===== src/amp_pwr_pkg.sv =====
/*
  Shared constants and types for the amplifier power state controller:
  register offsets, control and interrupt bit positions, state codes,
  transition timing and the rail monitor carrier.
  Assumes a 100 MHz system clock and a 32-bit AXI4-Lite register bus.
*/
package amp_pwr_pkg;

  ////////////////////////////////////////////////////////////////////////////
  // register map (byte addresses)
  localparam logic [7:0] OFS_CTRL       = 8'h00;  // enable, soft reset, recovery modes
  localparam logic [7:0] OFS_STATUS     = 8'h04;  // state and rail view, read only
  localparam logic [7:0] OFS_IRQ_STATUS = 8'h08;  // sticky, write one to clear
  localparam logic [7:0] OFS_IRQ_MASK   = 8'h0C;  // one lets the flag reach o_irq

  // control register fields
  localparam int CTRL_EN_BIT        = 0;  // global enable
  localparam int CTRL_SOFT_RST_BIT  = 1;  // write one: soft reset, reads zero
  localparam int CTRL_BAT_AUTO_BIT  = 2;  // battery_rail_auto_recover
  localparam int CTRL_PWR_AUTO_BIT  = 3;  // power_rail_auto_recover
  localparam logic [3:0] CTRL_RESET = 4'h0;

  // interrupt register fields
  localparam int IRQ_W            = 5;
  localparam int IRQ_UP_BIT       = 0;  // power_up_done_irq
  localparam int IRQ_DN_BIT       = 1;  // power_down_done_irq
  localparam int IRQ_BAT_BIT      = 2;  // battery_rail_low_shutdown_irq
  localparam int IRQ_PWR_BIT      = 3;  // power_rail_low_shutdown_irq
  localparam int IRQ_TRIM_BIT     = 4;  // trim load failure
  localparam logic [IRQ_W-1:0] IRQ_RESET = 5'h00;

  // bus answers
  localparam logic [1:0] RESP_OKAY   = 2'h0;
  localparam logic [1:0] RESP_SLVERR = 2'h2;

  ////////////////////////////////////////////////////////////////////////////
  // timing
  localparam int CLK_PERIOD_NS = 10;
  localparam int T_TRANS_NS    = 1000;  // soft shutdown <-> active ramp time
  localparam int TRANS_CYCLES  = (T_TRANS_NS + CLK_PERIOD_NS - 1) / CLK_PERIOD_NS;

  ////////////////////////////////////////////////////////////////////////////
  // power states, binary codes
  typedef enum logic [2:0] {
    ST_HW_SHDN = 3'h0,  // hardware shutdown, global reset held
    ST_TRIM    = 3'h1,  // leaving hardware shutdown, trim loading
    ST_SW_SHDN = 3'h2,  // software shutdown, only the bus alive
    ST_PWR_UP  = 3'h3,  // ramping toward active
    ST_ACTIVE  = 3'h4,  // playback possible
    ST_PWR_DN  = 3'h5   // ramping toward software shutdown
  } pwr_state_t;

  // undervoltage_lockout monitors, one means rail above threshold
  typedef struct packed {
    logic analog_rail;
    logic core_rail;
    logic interface_rail;
    logic battery_rail;
    logic power_stage_rail;
  } rail_mon_t;

endpackage


===== src/amp_power_state_controller.sv =====
/*
  Power state controller of a digital-input speaker amplifier with an
  AXI4-Lite register slave, sticky masked interrupts and a trim load port.
  Assumes: rail monitors and the reset pin are asynchronous and are
  synchronised here; the trim loader runs on i_clk.
*/
`timescale 1ns/1ps
// How it works
// three states, moves only between neighbours
// enable change reverses a ramp immediately
// fault, supply or reset ramps always complete
// start in hardware shutdown, reset everything
// load trim on exit, flag failure
// reset pin low forces hardware shutdown
// core rail low forces hardware shutdown
// leave hardware shutdown when rails and pin good
// software shutdown: blocks off, registers writable
// enable high goes active, power-up irq
// enable low goes down, power-down irq
// soft reset bit resets into software shutdown
// no activation until battery and power rails good
// battery or power rail low forces shutdown
// manual recovery clears enable, raises irq
// auto recovery keeps enable, restarts later
// host changes only dynamic settings while active; not enforced, every register stays writable while active
// active entered or left only by enable or fault
// sticky flags drive irq through mask
module amp_power_state_controller
  import amp_pwr_pkg::*;
#(
  parameter int TRANS_CYC = TRANS_CYCLES  // ramp length in cycles
) (
  // clock and reset
  input  wire logic        i_clk,
  input  wire logic        i_rst_n,
  // pins and monitors, asynchronous
  input  wire logic        i_hw_reset_pin_n,
  input  wire rail_mon_t   i_rails,
  // trim loader, same clock
  input  wire logic        i_trim_done,
  input  wire logic        i_trim_ok,
  output logic             o_trim_load_req,
  // power control outputs
  output pwr_state_t       o_state,
  output logic             o_global_reset,
  output logic             o_ctrl_if_en,
  output logic             o_blocks_en,
  output logic             o_irq,
  // axi4-lite write
  input  wire logic        i_s_axi_awvalid,
  output logic             o_s_axi_awready,
  input  wire logic [7:0]  i_s_axi_awaddr,
  input  wire logic        i_s_axi_wvalid,
  output logic             o_s_axi_wready,
  input  wire logic [31:0] i_s_axi_wdata,
  input  wire logic [3:0]  i_s_axi_wstrb,
  output logic             o_s_axi_bvalid,
  input  wire logic        i_s_axi_bready,
  output logic [1:0]       o_s_axi_bresp,
  // axi4-lite read
  input  wire logic        i_s_axi_arvalid,
  output logic             o_s_axi_arready,
  input  wire logic [7:0]  i_s_axi_araddr,
  output logic             o_s_axi_rvalid,
  input  wire logic        i_s_axi_rready,
  output logic [31:0]      o_s_axi_rdata,
  output logic [1:0]       o_s_axi_rresp
);

  ////////////////////////////////////////////////////////////////////////////
  // two-flop synchronisers; stage one read only by stage two
  logic [5:0] sync1;  // first stage
  logic [5:0] sync2;  // usable stage

  always_ff @(posedge i_clk or negedge i_rst_n) begin
    if (!i_rst_n) begin
      sync1 <= 6'h00;
      sync2 <= 6'h00;
    end else begin
      sync1 <= {i_hw_reset_pin_n, i_rails};
      sync2 <= sync1;
    end
  end

  rail_mon_t rails;     // synchronised monitors
  logic      pin_high;  // synchronised reset pin
  logic      core_ok;   // analog, core and interface rails good
  logic      bat_bad;   // battery rail low
  logic      pwr_bad;   // power stage rail low
  assign rails    = sync2[4:0];
  assign pin_high = sync2[5];
  assign core_ok  = rails.analog_rail & rails.core_rail & rails.interface_rail;
  assign bat_bad  = ~rails.battery_rail;
  assign pwr_bad  = ~rails.power_stage_rail;

  ////////////////////////////////////////////////////////////////////////////
  // axi4-lite slave: address and data latched separately, any order
  logic        aw_hold, next_aw_hold;   // write address taken
  logic [7:0]  aw_addr, next_aw_addr;
  logic        w_hold, next_w_hold;     // write data taken
  logic [31:0] w_data, next_w_data;
  logic        w_lane0, next_w_lane0;   // low byte lane enabled
  logic        bvalid, next_bvalid;
  logic [1:0]  bresp, next_bresp;
  logic        rvalid, next_rvalid;
  logic [31:0] rdata, next_rdata;
  logic [1:0]  rresp, next_rresp;
  logic        wr_fire;                 // write performed this cycle
  logic        bus_live;                // serial interface enabled

  pwr_state_t     state, next_state;
  logic [3:0]     ctrl, next_ctrl;      // en, soft reset (unused), auto bits
  logic [IRQ_W-1:0] irq_st, next_irq_st;
  logic [IRQ_W-1:0] irq_mask, next_irq_mask;

  // mapped only by word address; everything else answers slverr
  function automatic logic mapped(input logic [7:0] a);
    mapped = (a == OFS_CTRL) || (a == OFS_STATUS) || (a == OFS_IRQ_STATUS) || (a == OFS_IRQ_MASK);
  endfunction

  assign wr_fire  = aw_hold & w_hold & ~bvalid;
  assign bus_live = (state != ST_HW_SHDN) && (state != ST_TRIM);

  // bus next values
  always_comb begin
    next_aw_hold = aw_hold;
    next_aw_addr = aw_addr;
    next_w_hold  = w_hold;
    next_w_data  = w_data;
    next_w_lane0 = w_lane0;
    next_bvalid  = bvalid;
    next_bresp   = bresp;
    next_rvalid  = rvalid;
    next_rdata   = rdata;
    next_rresp   = rresp;
    // capture each half when offered
    if (!aw_hold && i_s_axi_awvalid) begin
      next_aw_hold = 1'b1;
      next_aw_addr = i_s_axi_awaddr;
    end
    if (!w_hold && i_s_axi_wvalid) begin
      next_w_hold  = 1'b1;
      next_w_data  = i_s_axi_wdata;
      next_w_lane0 = i_s_axi_wstrb[0];
    end
    // both halves present: answer next cycle
    if (wr_fire) begin
      next_aw_hold = 1'b0;
      next_w_hold  = 1'b0;
      next_bvalid  = 1'b1;
      next_bresp   = (bus_live && mapped(aw_addr)) ? RESP_OKAY : RESP_SLVERR;
    end else if (bvalid && i_s_axi_bready) begin
      next_bvalid = 1'b0;
    end
    // reads answer one cycle after the address is taken
    if (rvalid) begin
      if (i_s_axi_rready) begin
        next_rvalid = 1'b0;
      end
    end else if (i_s_axi_arvalid) begin
      next_rvalid = 1'b1;
      next_rresp  = (bus_live && mapped(i_s_axi_araddr)) ? RESP_OKAY : RESP_SLVERR;
      next_rdata  = 32'h0000_0000;
      if (bus_live) begin
        case (i_s_axi_araddr)
          OFS_CTRL:       next_rdata = {28'h000_0000, ctrl[3:2], 1'b0, ctrl[0]};
          OFS_STATUS:     next_rdata = {21'h00_0000, pin_high, rails, 2'h0, state};
          OFS_IRQ_STATUS: next_rdata = {27'h000_0000, irq_st};
          OFS_IRQ_MASK:   next_rdata = {27'h000_0000, irq_mask};
          default:        next_rdata = 32'h0000_0000;
        endcase
      end
    end
  end

  // bus registers
  always_ff @(posedge i_clk or negedge i_rst_n) begin
    if (!i_rst_n) begin
      aw_hold <= 1'b0;
      aw_addr <= 8'h00;
      w_hold  <= 1'b0;
      w_data  <= 32'h0000_0000;
      w_lane0 <= 1'b0;
      bvalid  <= 1'b0;
      bresp   <= RESP_OKAY;
      rvalid  <= 1'b0;
      rdata   <= 32'h0000_0000;
      rresp   <= RESP_OKAY;
    end else begin
      aw_hold <= next_aw_hold;
      aw_addr <= next_aw_addr;
      w_hold  <= next_w_hold;
      w_data  <= next_w_data;
      w_lane0 <= next_w_lane0;
      bvalid  <= next_bvalid;
      bresp   <= next_bresp;
      rvalid  <= next_rvalid;
      rdata   <= next_rdata;
      rresp   <= next_rresp;
    end
  end

  ////////////////////////////////////////////////////////////////////////////
  // power state machine with its registers
  logic [15:0] cnt, next_cnt;          // ramp progress
  logic        forced, next_forced;    // ramp may not be reversed
  logic        trim_bad, next_trim_bad;
  logic [IRQ_W-1:0] ev;                // hardware events this cycle
  logic        wr_ok;                  // accepted register write
  logic        soft_rst;               // soft reset written
  logic        en;                     // current global enable
  logic        next_irq;

  assign wr_ok    = wr_fire & bus_live & w_lane0;
  assign soft_rst = wr_ok && (aw_addr == OFS_CTRL) && w_data[CTRL_SOFT_RST_BIT];
  assign en       = ctrl[CTRL_EN_BIT];

  always_comb begin
    next_state    = state;
    next_cnt      = cnt;
    next_forced   = forced;
    next_trim_bad = trim_bad;
    next_ctrl     = ctrl;
    next_irq_mask = irq_mask;
    next_irq_st   = irq_st;
    ev            = '0;
    // host writes; all registers free in software shutdown
    if (wr_ok && !soft_rst) begin
      case (aw_addr)
        OFS_CTRL:       next_ctrl = {w_data[3:2], 1'b0, w_data[0]};
        OFS_IRQ_MASK:   next_irq_mask = w_data[IRQ_W-1:0];
        OFS_IRQ_STATUS: next_irq_st = irq_st & ~w_data[IRQ_W-1:0];
        default:        next_ctrl = ctrl;
      endcase
    end
    case (state)
      ST_HW_SHDN: begin
        if (pin_high && core_ok) begin
          next_state = ST_TRIM;
        end
      end
      ST_TRIM: begin
        if (i_trim_done) begin
          next_state    = ST_SW_SHDN;
          next_trim_bad = ~i_trim_ok;
          ev[IRQ_TRIM_BIT] = ~i_trim_ok;
        end
      end
      ST_SW_SHDN: begin
        if (en && !bat_bad && !pwr_bad && !soft_rst) begin
          next_state  = ST_PWR_UP;
          next_cnt    = 16'h0000;
          next_forced = 1'b0;
        end
      end
      ST_PWR_UP, ST_ACTIVE: begin
        if (bat_bad || pwr_bad || soft_rst) begin
          next_state  = ST_PWR_DN;
          next_forced = 1'b1;
          next_cnt    = (state == ST_ACTIVE) ? 16'h0000 : 16'(TRANS_CYC - 1) - cnt;
          ev[IRQ_BAT_BIT] = bat_bad;
          ev[IRQ_PWR_BIT] = pwr_bad;
          // manual recovery drops enable; auto keeps it
          if ((bat_bad && !ctrl[CTRL_BAT_AUTO_BIT]) || (pwr_bad && !ctrl[CTRL_PWR_AUTO_BIT])) begin
            next_ctrl[CTRL_EN_BIT] = 1'b0;
          end
        end else if (!next_ctrl[CTRL_EN_BIT]) begin
          next_state  = ST_PWR_DN;
          next_forced = 1'b0;
          next_cnt    = (state == ST_ACTIVE) ? 16'h0000 : 16'(TRANS_CYC - 1) - cnt;
        end else if (state == ST_PWR_UP) begin
          if (cnt == 16'(TRANS_CYC - 1)) begin
            next_state     = ST_ACTIVE;
            ev[IRQ_UP_BIT] = 1'b1;
          end else begin
            next_cnt = cnt + 16'h0001;
          end
        end
      end
      ST_PWR_DN: begin
        if (bat_bad || pwr_bad || soft_rst) begin
          next_forced = 1'b1;
        end
        if (!forced && next_ctrl[CTRL_EN_BIT] && !bat_bad && !pwr_bad && !soft_rst) begin
          next_state = ST_PWR_UP;
          next_cnt   = 16'(TRANS_CYC - 1) - cnt;
        end else if (cnt == 16'(TRANS_CYC - 1)) begin
          next_state     = ST_SW_SHDN;
          ev[IRQ_DN_BIT] = ~forced & ~soft_rst;
        end else begin
          next_cnt = cnt + 16'h0001;
        end
      end
      default: next_state = ST_HW_SHDN;
    endcase
    // soft reset returns registers to defaults, state stays above hw shutdown
    if (soft_rst) begin
      next_ctrl     = CTRL_RESET;
      next_irq_mask = IRQ_RESET;
      next_irq_st   = IRQ_RESET;
    end
    // events win over clears
    next_irq_st = next_irq_st | ev;
    // pin or core rails low: hardware shutdown from anywhere
    if (!pin_high || !core_ok || state == ST_HW_SHDN) begin
      if (!pin_high || !core_ok) begin
        next_state = ST_HW_SHDN;
      end
      next_ctrl     = CTRL_RESET;
      next_irq_mask = IRQ_RESET;
      next_irq_st   = IRQ_RESET;
      next_cnt      = 16'h0000;
      next_forced   = 1'b0;
      next_trim_bad = 1'b0;
    end
    next_irq = |(next_irq_st & next_irq_mask);
  end

  // state registers and registered outputs
  always_ff @(posedge i_clk or negedge i_rst_n) begin
    if (!i_rst_n) begin
      state           <= ST_HW_SHDN;
      cnt             <= 16'h0000;
      forced          <= 1'b0;
      trim_bad        <= 1'b0;
      ctrl            <= CTRL_RESET;
      irq_mask        <= IRQ_RESET;
      irq_st          <= IRQ_RESET;
      o_irq           <= 1'b0;
      o_state         <= ST_HW_SHDN;
      o_global_reset  <= 1'b1;
      o_ctrl_if_en    <= 1'b0;
      o_blocks_en     <= 1'b0;
      o_trim_load_req <= 1'b0;
    end else begin
      state           <= next_state;
      cnt             <= next_cnt;
      forced          <= next_forced;
      trim_bad        <= next_trim_bad;
      ctrl            <= next_ctrl;
      irq_mask        <= next_irq_mask;
      irq_st          <= next_irq_st;
      o_irq           <= next_irq;
      o_state         <= next_state;
      o_global_reset  <= (next_state == ST_HW_SHDN);
      o_ctrl_if_en    <= (next_state != ST_HW_SHDN) && (next_state != ST_TRIM);
      o_blocks_en     <= (next_state == ST_ACTIVE);
      o_trim_load_req <= (next_state == ST_TRIM);
    end
  end

  // bus outputs straight from flops
  assign o_s_axi_awready = ~aw_hold;
  assign o_s_axi_wready  = ~w_hold;
  assign o_s_axi_bvalid  = bvalid;
  assign o_s_axi_bresp   = bresp;
  assign o_s_axi_arready = ~rvalid;
  assign o_s_axi_rvalid  = rvalid;
  assign o_s_axi_rdata   = rdata;
  assign o_s_axi_rresp   = rresp;
endmodule // amp_power_state_controller


===== config.mk =====
export PLATFORM = sky130hd
export DESIGN_NAME = amp_power_state_controller
export DESIGN_NICKNAME = d
export VERILOG_FILES = /design/src/amp_pwr_pkg.sv /design/src/amp_power_state_controller.sv
export SDC_FILE = /design/constraint.sdc
export NUM_CORES = 1
export LEC_CHECK = 0
export BUFFER_PORTS_ARGS = -buffer_cell sky130_fd_sc_hd__clkbuf_2
export CAP_MARGIN = 20
export CORE_UTILIZATION = 42
export DETAILED_ROUTE_END_ITERATION = 10
export PLACE_DENSITY_LB_ADDON = 0.12
export SYNTH_ARGS = -nofsm -noshare
export SYNTH_HDL_FRONTEND = slang
export SYNTH_SLANG_ARGS = --single-unit

===== constraint.sdc =====
create_clock -name i_clk -period 7.3 [get_ports i_clk]
set_input_delay 0.73 -clock i_clk [delete_from_list [all_inputs] [get_ports i_clk]]
set_output_delay 0.73 -clock i_clk [all_outputs]
set_load 0.03 [all_outputs]

-- Word level (Yosys, flattened, before mapping)
Index checks and enable logic that the tools add are counted.
- bitwise logic cells: 20
- reductions and logical operators: 57
- multiplexer cells: 67
- add/subtract/negate cells: 2
- equality and inequality tests: 20
- operators by type and width (operator ; number):
    2-to-1 mux 16 bit ; 8
    one-hot mux 16 bit (3 select lines) ; 1
    one-hot mux 11 bit (4 select lines) ; 1
    2-to-1 mux 5 bit ; 8
    2-to-1 mux 3 bit ; 11
    == test 8 x 4 -> 1 bit, second input constant ; 4
    2-to-1 mux 1 bit ; 27
    logical AND 1 bit ; 20
    adder 16 x 1 -> 16 bit, second input constant ; 1
    == test 16 x 7 -> 1 bit, second input constant ; 1
    == test 8 x 3 -> 1 bit, second input constant ; 2
    logical NOT 8 bit ; 2
    2-to-1 mux 4 bit ; 4
    subtractor 7 x 16 -> 16 bit, first input constant ; 1
    one-hot mux 3 bit (5 select lines) ; 1
    nonzero test 3 bit ; 4
    logical OR 1 bit ; 11
    2-to-1 mux 11 bit ; 1
    bitwise AND 5 bit ; 2
    == test 3 bit, second input constant ; 3
    inverter 1 bit ; 9
    logical NOT 1 bit ; 8
    2-to-1 mux 2 bit ; 4
    bitwise AND 1 bit ; 7
    other kinds (17) ; 25
- output and inout port bits: 49
- logic and storage cells: 190
- flip-flop bits (word level): 105
- input bits: 67

-- Logic depth before layout (Yosys ltp)
- word-level depth: 19
- mapped depth: 11
- mapped depth without buffers: 9

-- Least setup slack after synthesis
Ideal clock, no wire load.
- path type: flip-flop to flip-flop
- from: register bvalid, in the netlist o_s_axi_bvalid
- to: register cnt[8]
- cell stages (with the launch flop): 9
- required time: 7.179 ns
- setup time: 0.121 ns
- path slack: 4.766 ns
- arrival: 2.413 ns
- period minus slack after synthesis: 2.534 ns
- path buffers: 2
- path through: dfrtp_1 nand3b_4 or4b_4 or4_4 o311ai_4 nor3_4 buf_6 buf_8 a22o_1
- longest elaborated chain between the ends: 16
- elaborated cells between the ends (all ways): 23
- those cells by class: eq/ne: 2; mux: 6; bitwise: 4; reduce/logical: 11
- RTL lines (item ; RTL line ; source):
    from (decl) ; amp_power_state_controller.sv:103 ; logic bvalid, next_bvalid;
    from (signal assigned) ; amp_power_state_controller.sv:195 ; bvalid <= next_bvalid;
    inverter 1 bit (*) ; amp_power_state_controller.sv:121 ; assign wr_fire = aw_hold & w_hold & ~bvalid;
    bitwise AND 1 bit (*) ; amp_power_state_controller.sv:121 ;
    bitwise AND 1 bit (*) (2 in a row) ; amp_power_state_controller.sv:214 ; assign wr_ok = wr_fire & bus_live & w_lane0;
    logical AND 1 bit (2 in a row) ; amp_power_state_controller.sv:215 ; assign soft_rst = wr_ok && (aw_addr == OFS_CTRL) && w_data[CTRL_SOFT_RST_BIT];
    logical NOT 1 bit ; amp_power_state_controller.sv:228, amp_power_state_controller.sv:250, amp_power_state_controller.sv:284 ;
    logical AND 1 bit ; amp_power_state_controller.sv:228 ; if (wr_ok && !soft_rst) begin
    2-to-1 mux 4 bit ; amp_power_state_controller.sv:228 ;
    logical AND 1 bit (4 in a row) ; amp_power_state_controller.sv:284 ; if (!forced && next_ctrl[CTRL_EN_BIT] && !bat_bad && !pwr_bad && !soft_rst) begin
    2-to-1 mux 16 bit ; amp_power_state_controller.sv:284 ;
    one-hot mux 16 bit (3 select lines) ; amp_power_state_controller.sv:236 ; case (state)
    2-to-1 mux 16 bit ; amp_power_state_controller.sv:305 ; if (!pin_high || !core_ok || state == ST_HW_SHDN) begin
    to (signal assigned) ; amp_power_state_controller.sv:337 ; cnt <= next_cnt;
    to (decl) ; amp_power_state_controller.sv:205 ; logic [15:0] cnt, next_cnt;
Every way passes the cells marked *; elsewhere a longest branch is shown, timed or not. The select of a mux whose other input is x is not followed.
A chain may end at the register's enable or synchronous reset.

-- Worst setup path in the final report
- from: register state[1]
- to: register cnt[9]
- longest elaborated chain between the ends: 16
- elaborated cells between the ends (all ways): 33
- those cells by class: eq/ne: 7; mux: 7; bitwise: 2; reduce/logical: 17
- RTL lines (item ; RTL line ; source):
    from (decl) ; amp_power_state_controller.sv:111 ; pwr_state_t state, next_state;
    from (signal assigned) ; amp_power_state_controller.sv:336 ; state <= next_state;
    != test 3 x 1 -> 1 bit / nonzero test 3 bit (equally long branches) ; amp_power_state_controller.sv:122 ; assign bus_live = (state != ST_HW_SHDN) && (state != ST_TRIM);
    logical AND 1 bit ; amp_power_state_controller.sv:122 ;
    bitwise AND 1 bit (2 in a row) ; amp_power_state_controller.sv:214 ;
    logical AND 1 bit (2 in a row) ; amp_power_state_controller.sv:215 ;
    logical NOT 1 bit ; amp_power_state_controller.sv:228, amp_power_state_controller.sv:250, amp_power_state_controller.sv:284 ;
    logical AND 1 bit ; amp_power_state_controller.sv:228 ;
    2-to-1 mux 4 bit ; amp_power_state_controller.sv:228 ;
    logical AND 1 bit (4 in a row) ; amp_power_state_controller.sv:284 ;
    2-to-1 mux 16 bit ; amp_power_state_controller.sv:284 ;
    one-hot mux 16 bit (3 select lines) ; amp_power_state_controller.sv:236 ;
    2-to-1 mux 16 bit ; amp_power_state_controller.sv:305 ;
Several ways; a longest one is shown, not always the timed one. The select of a mux whose other input is x is not followed.

==> results.md <==
Global routing:
- Entering global routing, the biggest net connects slightly above 80 pins.
- The number of antenna violations at the first check in global routing is 0.
- The number of global-route vias before repair is between 3,000 and 4,000.
- The first global-routing pass estimated 18,080 um of wire.
- The global-route congestion overflow total is 0.
- Across every metal layer, demand over resource in global routing totals roughly a fifth.

Drt:
- After detailed routing, the number of remaining DRC violations is 0.
- The first detailed-routing pass ran for 5 iterations.
- In the final routed layout, each cell accounts on average for roughly 17 um.
- In the routed layout, each cell is associated on average with a via count of between 5 and 6.
- The final antenna-violating net count is 0.
- The number of vias in the routed layout is around 3,800.
- The final layout contains routed wiring with a total length of between 10,000 and 15,000 um.
- The detailed router's first-iteration violation count is 253.

Synthesis:
- The share of synthesized area occupied by flip-flops and latches is 43.89%.
- The synthesized netlist devotes less than 1% of its cell area to adder and majority cells.
- Of the total synthesized cell area, the portion taken by XOR and XNOR cells is less than 1%.
- The average instance area after synthesis is just under 10 um^2.
- Yosys mapped a number of flops with a built-in enable equal to 0.
- For this run, the leading register cell type out of synthesis is sky130_fd_sc_hd__dfrtp_1.
- The instance count of the mapped netlist is about 470.
- For this run, asynchronously set or reset flops after synthesis account for 100.0%.
- The compound-gate portion of the synthesized area is between 20 and 25%.
- The cell area after technology mapping is roughly 4600 um^2.
- The proportion of synthesized area in mux cells is under 10%.
- The synthesized design contains a little over 80 register bits.
- The main combinational cell family by area after synthesis is compound AO/OA/AOI/OAI gates.
- Yosys printed 0 warnings.
- The area fraction in and, or, nand and nor cells after synthesis is between 10% and 20%.
- The number of distinct standard cells referenced by the synthesized netlist is 80.

CTS:
- Buffers inserted during clock tree synthesis total 9.
- The CTS tree is done.
- Post-CTS timing repair inserted 0 buffers for setup.
- In this run the deepest clock path goes through 2 buffers.
- In this run the number of H-tree levels came out at 3.
- The clock insertion delay at the later pin of the skew report is 0.37 ns.
- Clock-pin slew was measured on the worst setup and hold paths at roughly 0.090 ns.
- The clock tree root buffer cell is sky130_fd_sc_hd__clkbuf_8.
- After clock tree synthesis, the flow added hold-fix buffers numbering 0.
- The total clock sinks is 81.
- Post-CTS repair changed the size of 0 cells.

Run:
- The count of max-cap constraint violations is 0.

Place:
- Timing analysis after detailed placement gives a worst setup slack of between 4 and 5 ns.
- Routability-driven placement finished with a final weighted congestion of 0.8528.
- Including well taps, the total number of placed cells is 651.
- The detailed placement HPWL is between 7000 and 8000 um.
- The number of I/O port buffers is 62.

STA:
- The minimum clock period is 3.355 ns.
- After routing, the total negative slack on setup checks comes to 0 ns.
- Final hold analysis gives a worst-case slack of ~0.30 ns.
- The total count of max-transition violations in the final report is 0.
- In this run the tightest slew margin relative to its limit is 29.80%.
- The highest clock frequency the design can meet is approximately 300 MHz.
- At the pin with the least slew margin, the transition time is ~1.0 ns.
- After layout, the worst path uses 45.95% of the clock period.
- Setup violations remaining at the end of the flow were counted as 0.
- Across all setup checks in the final design, the least slack found is 3.945 ns.
- Setup repair after global routing left no endpoint under its margin.
- The count of final hold-check violations is 0.
- The clock arrives with about 0.012 ns of skew.

Worst hold path:
- The type of the worst min-delay path is input pin to async pin.

Floorplanning:
- In this run the vertical extent of the chip is around 110 um.
- The number of placement rows is 37.
- The initial cell density of the core is between 40% and 50%.
- The core region area is approximately 11,000 um^2.
- In this run the count of I/O pins placed on the die edge is about 120.
- The floorplan step defined a die boundary enclosing approximately 11,000 um^2.
- The die is approximately 110 um wide.

Layout:
- The non-filler instance count after layout is about 670.
- The multi-input combinational cell area is 2317 um^2.
- The number of diodes added for antenna fixing is 0.
- The layout has between 1,000 and 1,500 filler cells.
- The fraction of final layout cells sized beyond drive strength 1 is approximately a quarter.
- Compared with the post-synthesis result, the final layout area differs by 10.78%.
- For this run, the post-layout net count is 597.
- The area taken by flip-flops and latches is about 2000 um^2.

Power:
- The analysis attributes to cell leakage a power of 2.158 nW.
- The worst-case IR drop observed on VDD is 0.1982 mV.
- Power spread over the standard cell area amounts to approximately 210 nW/um^2.

Setup path:
- Data on the critical path is required at its endpoint by approximately 7.6 ns.
- The endpoint kind of the worst setup timing path is a flop.
- The register-to-register setup slack is about 3.9 ns.
- At the worst endpoint, the arrival time is between 3 and 4 ns.
- The worst reg-to-reg path cell count is 7.
- In this run the critical register-to-register path is captured at cnt[9].
- In this run the worst path has a maximum fanout of 16.
- The type of element launching the critical path is a flop.
- The startpoint of the most critical setup path is state[1].
- The critical path in this run is classified as flop to flop.
- The startpoint of the worst register-to-register path is state[1].

Run status:
- The run finished with clean final reports.
-- layer usage --
layer	GRT usage [%]	up-vias	wire, um	part of all wire, %
met5	0	-	0	0
met4	7.143	0	121	1.1
met3	5.167	8	653	5.9
met2	29.95	144	4928	44
met1	30.12	1859	5448	49
li1	-	1820	-	-
-- sequential cells by signal (all words and copies together) (netlist names) --
register         cells
aw_addr              8
aw_hold              1
cnt                 16
ctrl                 3
forced               1
irq_mask             5
irq_st               5
o_blocks_en          1
o_ctrl_if_en         1
o_global_reset       1
o_irq                1
o_s_axi_bresp        1
o_s_axi_bvalid       1
o_s_axi_rdata       11
o_s_axi_rresp        1
o_s_axi_rvalid       1
o_trim_load_req      1
state                3
sync1                6
sync2                6
w_data               5
w_hold               1
w_lane0              1
-- report_power, final --
part	switching [W]	leakage, nW	internal (W)	total [W]
registers	0.0000599	1.05	0.000504	0.000564
clock network	0.000177	0.0904	0.000126	0.000303
logic	0.000103	1.02	0.0000815	0.000185
total	0.000340	2.16	0.000712	0.00105
-- metrics by stage --
step | total power, W | util (%) | area, um^2
after global routing | 0.001113 | 48.71 | 5119
after floorplan | 0.0007053 | - | 4703
after detailed placement | 0.0007592 | 46.77 | 4915
after global placement | 0.0007523 | 46.77 | 4915
final | 0.001051 | 48.71 | 5119
after CTS | 0.001066 | 48.45 | 5091
-- synth_stat cells (all sizes together) (5+ instances only) --
cell type	count	share of area, %
mux2	13	3.2
nand4	5	0.68
nor2b	5	0.68
nor2	35	3.0
o211ai	6	1.2
a211oi	5	0.81
a21oi	25	2.7
mux2i	10	2.2
dfrtp	80	43
inv	17	1.4
nor3	9	1.2
nor4	7	1.2
o311ai	5	1.5
or2	6	0.81
buf	33	5.3
o21ai	25	2.8
clkbuf	13	1.1
a22o	10	1.9
a22oi	7	1.1
nand2	46	3.8
a31oi	11	1.5
or3	6	0.81
nand3	12	1.3
o22ai	11	1.5
-- cells by family (layout without fill, tap and decap cells) --
| family | count (synthesis) | count (layout) |
|---|---|---|
| AOI/OAI and AO/OA | 140 | 140 |
| and+or+nand+nor | 158 | 158 |
| xor gates and xnor gates | 3 | 3 |
| other | 1 | 23 |
| muxes | 25 | 25 |
| DFF | 81 | 81 |
| buffers and inverters | 63 | 99 |
| adders and majority gates | 3 | 3 |
-- critical path: stages (launching register included) --
cell and delay [ns]:
sky130_fd_sc_hd__dfrtp_1 0.66, sky130_fd_sc_hd__or2_0 0.43, sky130_fd_sc_hd__and3_1 0.37, sky130_fd_sc_hd__a21oi_1 0.19
sky130_fd_sc_hd__o21ai_2 0.47, sky130_fd_sc_hd__nand2_1 0.50, sky130_fd_sc_hd__a31o_2 0.39, sky130_fd_sc_hd__a22o_1 0.22
-- final cells by class --
class / count / share of cell area, %
sequential: 81 / 39.62
inverter: 17 / 1.247
clock inverter: 7 / 1.027
timing repair buffer: 66 / 7.089
multi-input combinational: 352 / 45.27
tap: 136 / 3.324
clock buffer: 9 / 2.420
-- worst max path at each step --
stage / end / depth (start not counted)
after global placement: cnt[9] / 7
after global routing: cnt[9] / 7
after detailed placement: cnt[9] / 7
final: cnt[9] / 7
after CTS: cnt[9] / 7
after floorplan: cnt[8] / 8
-- cell usage in the layout (no fill, tap or decap), types with 4 or more instances in the layout --
master | synthesis | routed
sky130_fd_sc_hd__buf_4 | 23 | 4
sky130_fd_sc_hd__a22oi_1 | 7 | 7
sky130_fd_sc_hd__nand3_1 | 12 | 12
sky130_fd_sc_hd__or3_1 | 6 | 6
sky130_fd_sc_hd__o21ai_0 | 23 | 23
sky130_fd_sc_hd__o22ai_1 | 11 | 11
sky130_fd_sc_hd__and4_1 | 4 | 4
sky130_fd_sc_hd__nor4_1 | 5 | 5
sky130_fd_sc_hd__inv_1 | 17 | 17
sky130_fd_sc_hd__o211ai_1 | 4 | 4
sky130_fd_sc_hd__nor2b_1 | 5 | 5
sky130_fd_sc_hd__mux2_2 | 13 | 13
sky130_fd_sc_hd__dfrtp_1 | 80 | 80
sky130_fd_sc_hd__a211oi_1 | 5 | 5
sky130_fd_sc_hd__nor2_1 | 34 | 34
sky130_fd_sc_hd__a22o_1 | 10 | 10
sky130_fd_sc_hd__a31oi_1 | 11 | 11
sky130_fd_sc_hd__nand2_1 | 45 | 45
sky130_fd_sc_hd__nand4_1 | 5 | 5
sky130_fd_sc_hd__conb_1 | 1 | 23
sky130_fd_sc_hd__a21oi_1 | 25 | 25
sky130_fd_sc_hd__clkbuf_8 | 0 | 9
sky130_fd_sc_hd__clkbuf_2 | 0 | 61
sky130_fd_sc_hd__or2_2 | 5 | 5
sky130_fd_sc_hd__nor3_1 | 8 | 8
sky130_fd_sc_hd__nor3b_1 | 4 | 4
sky130_fd_sc_hd__mux2i_1 | 10 | 10
(Power assumes the default switching activity.)
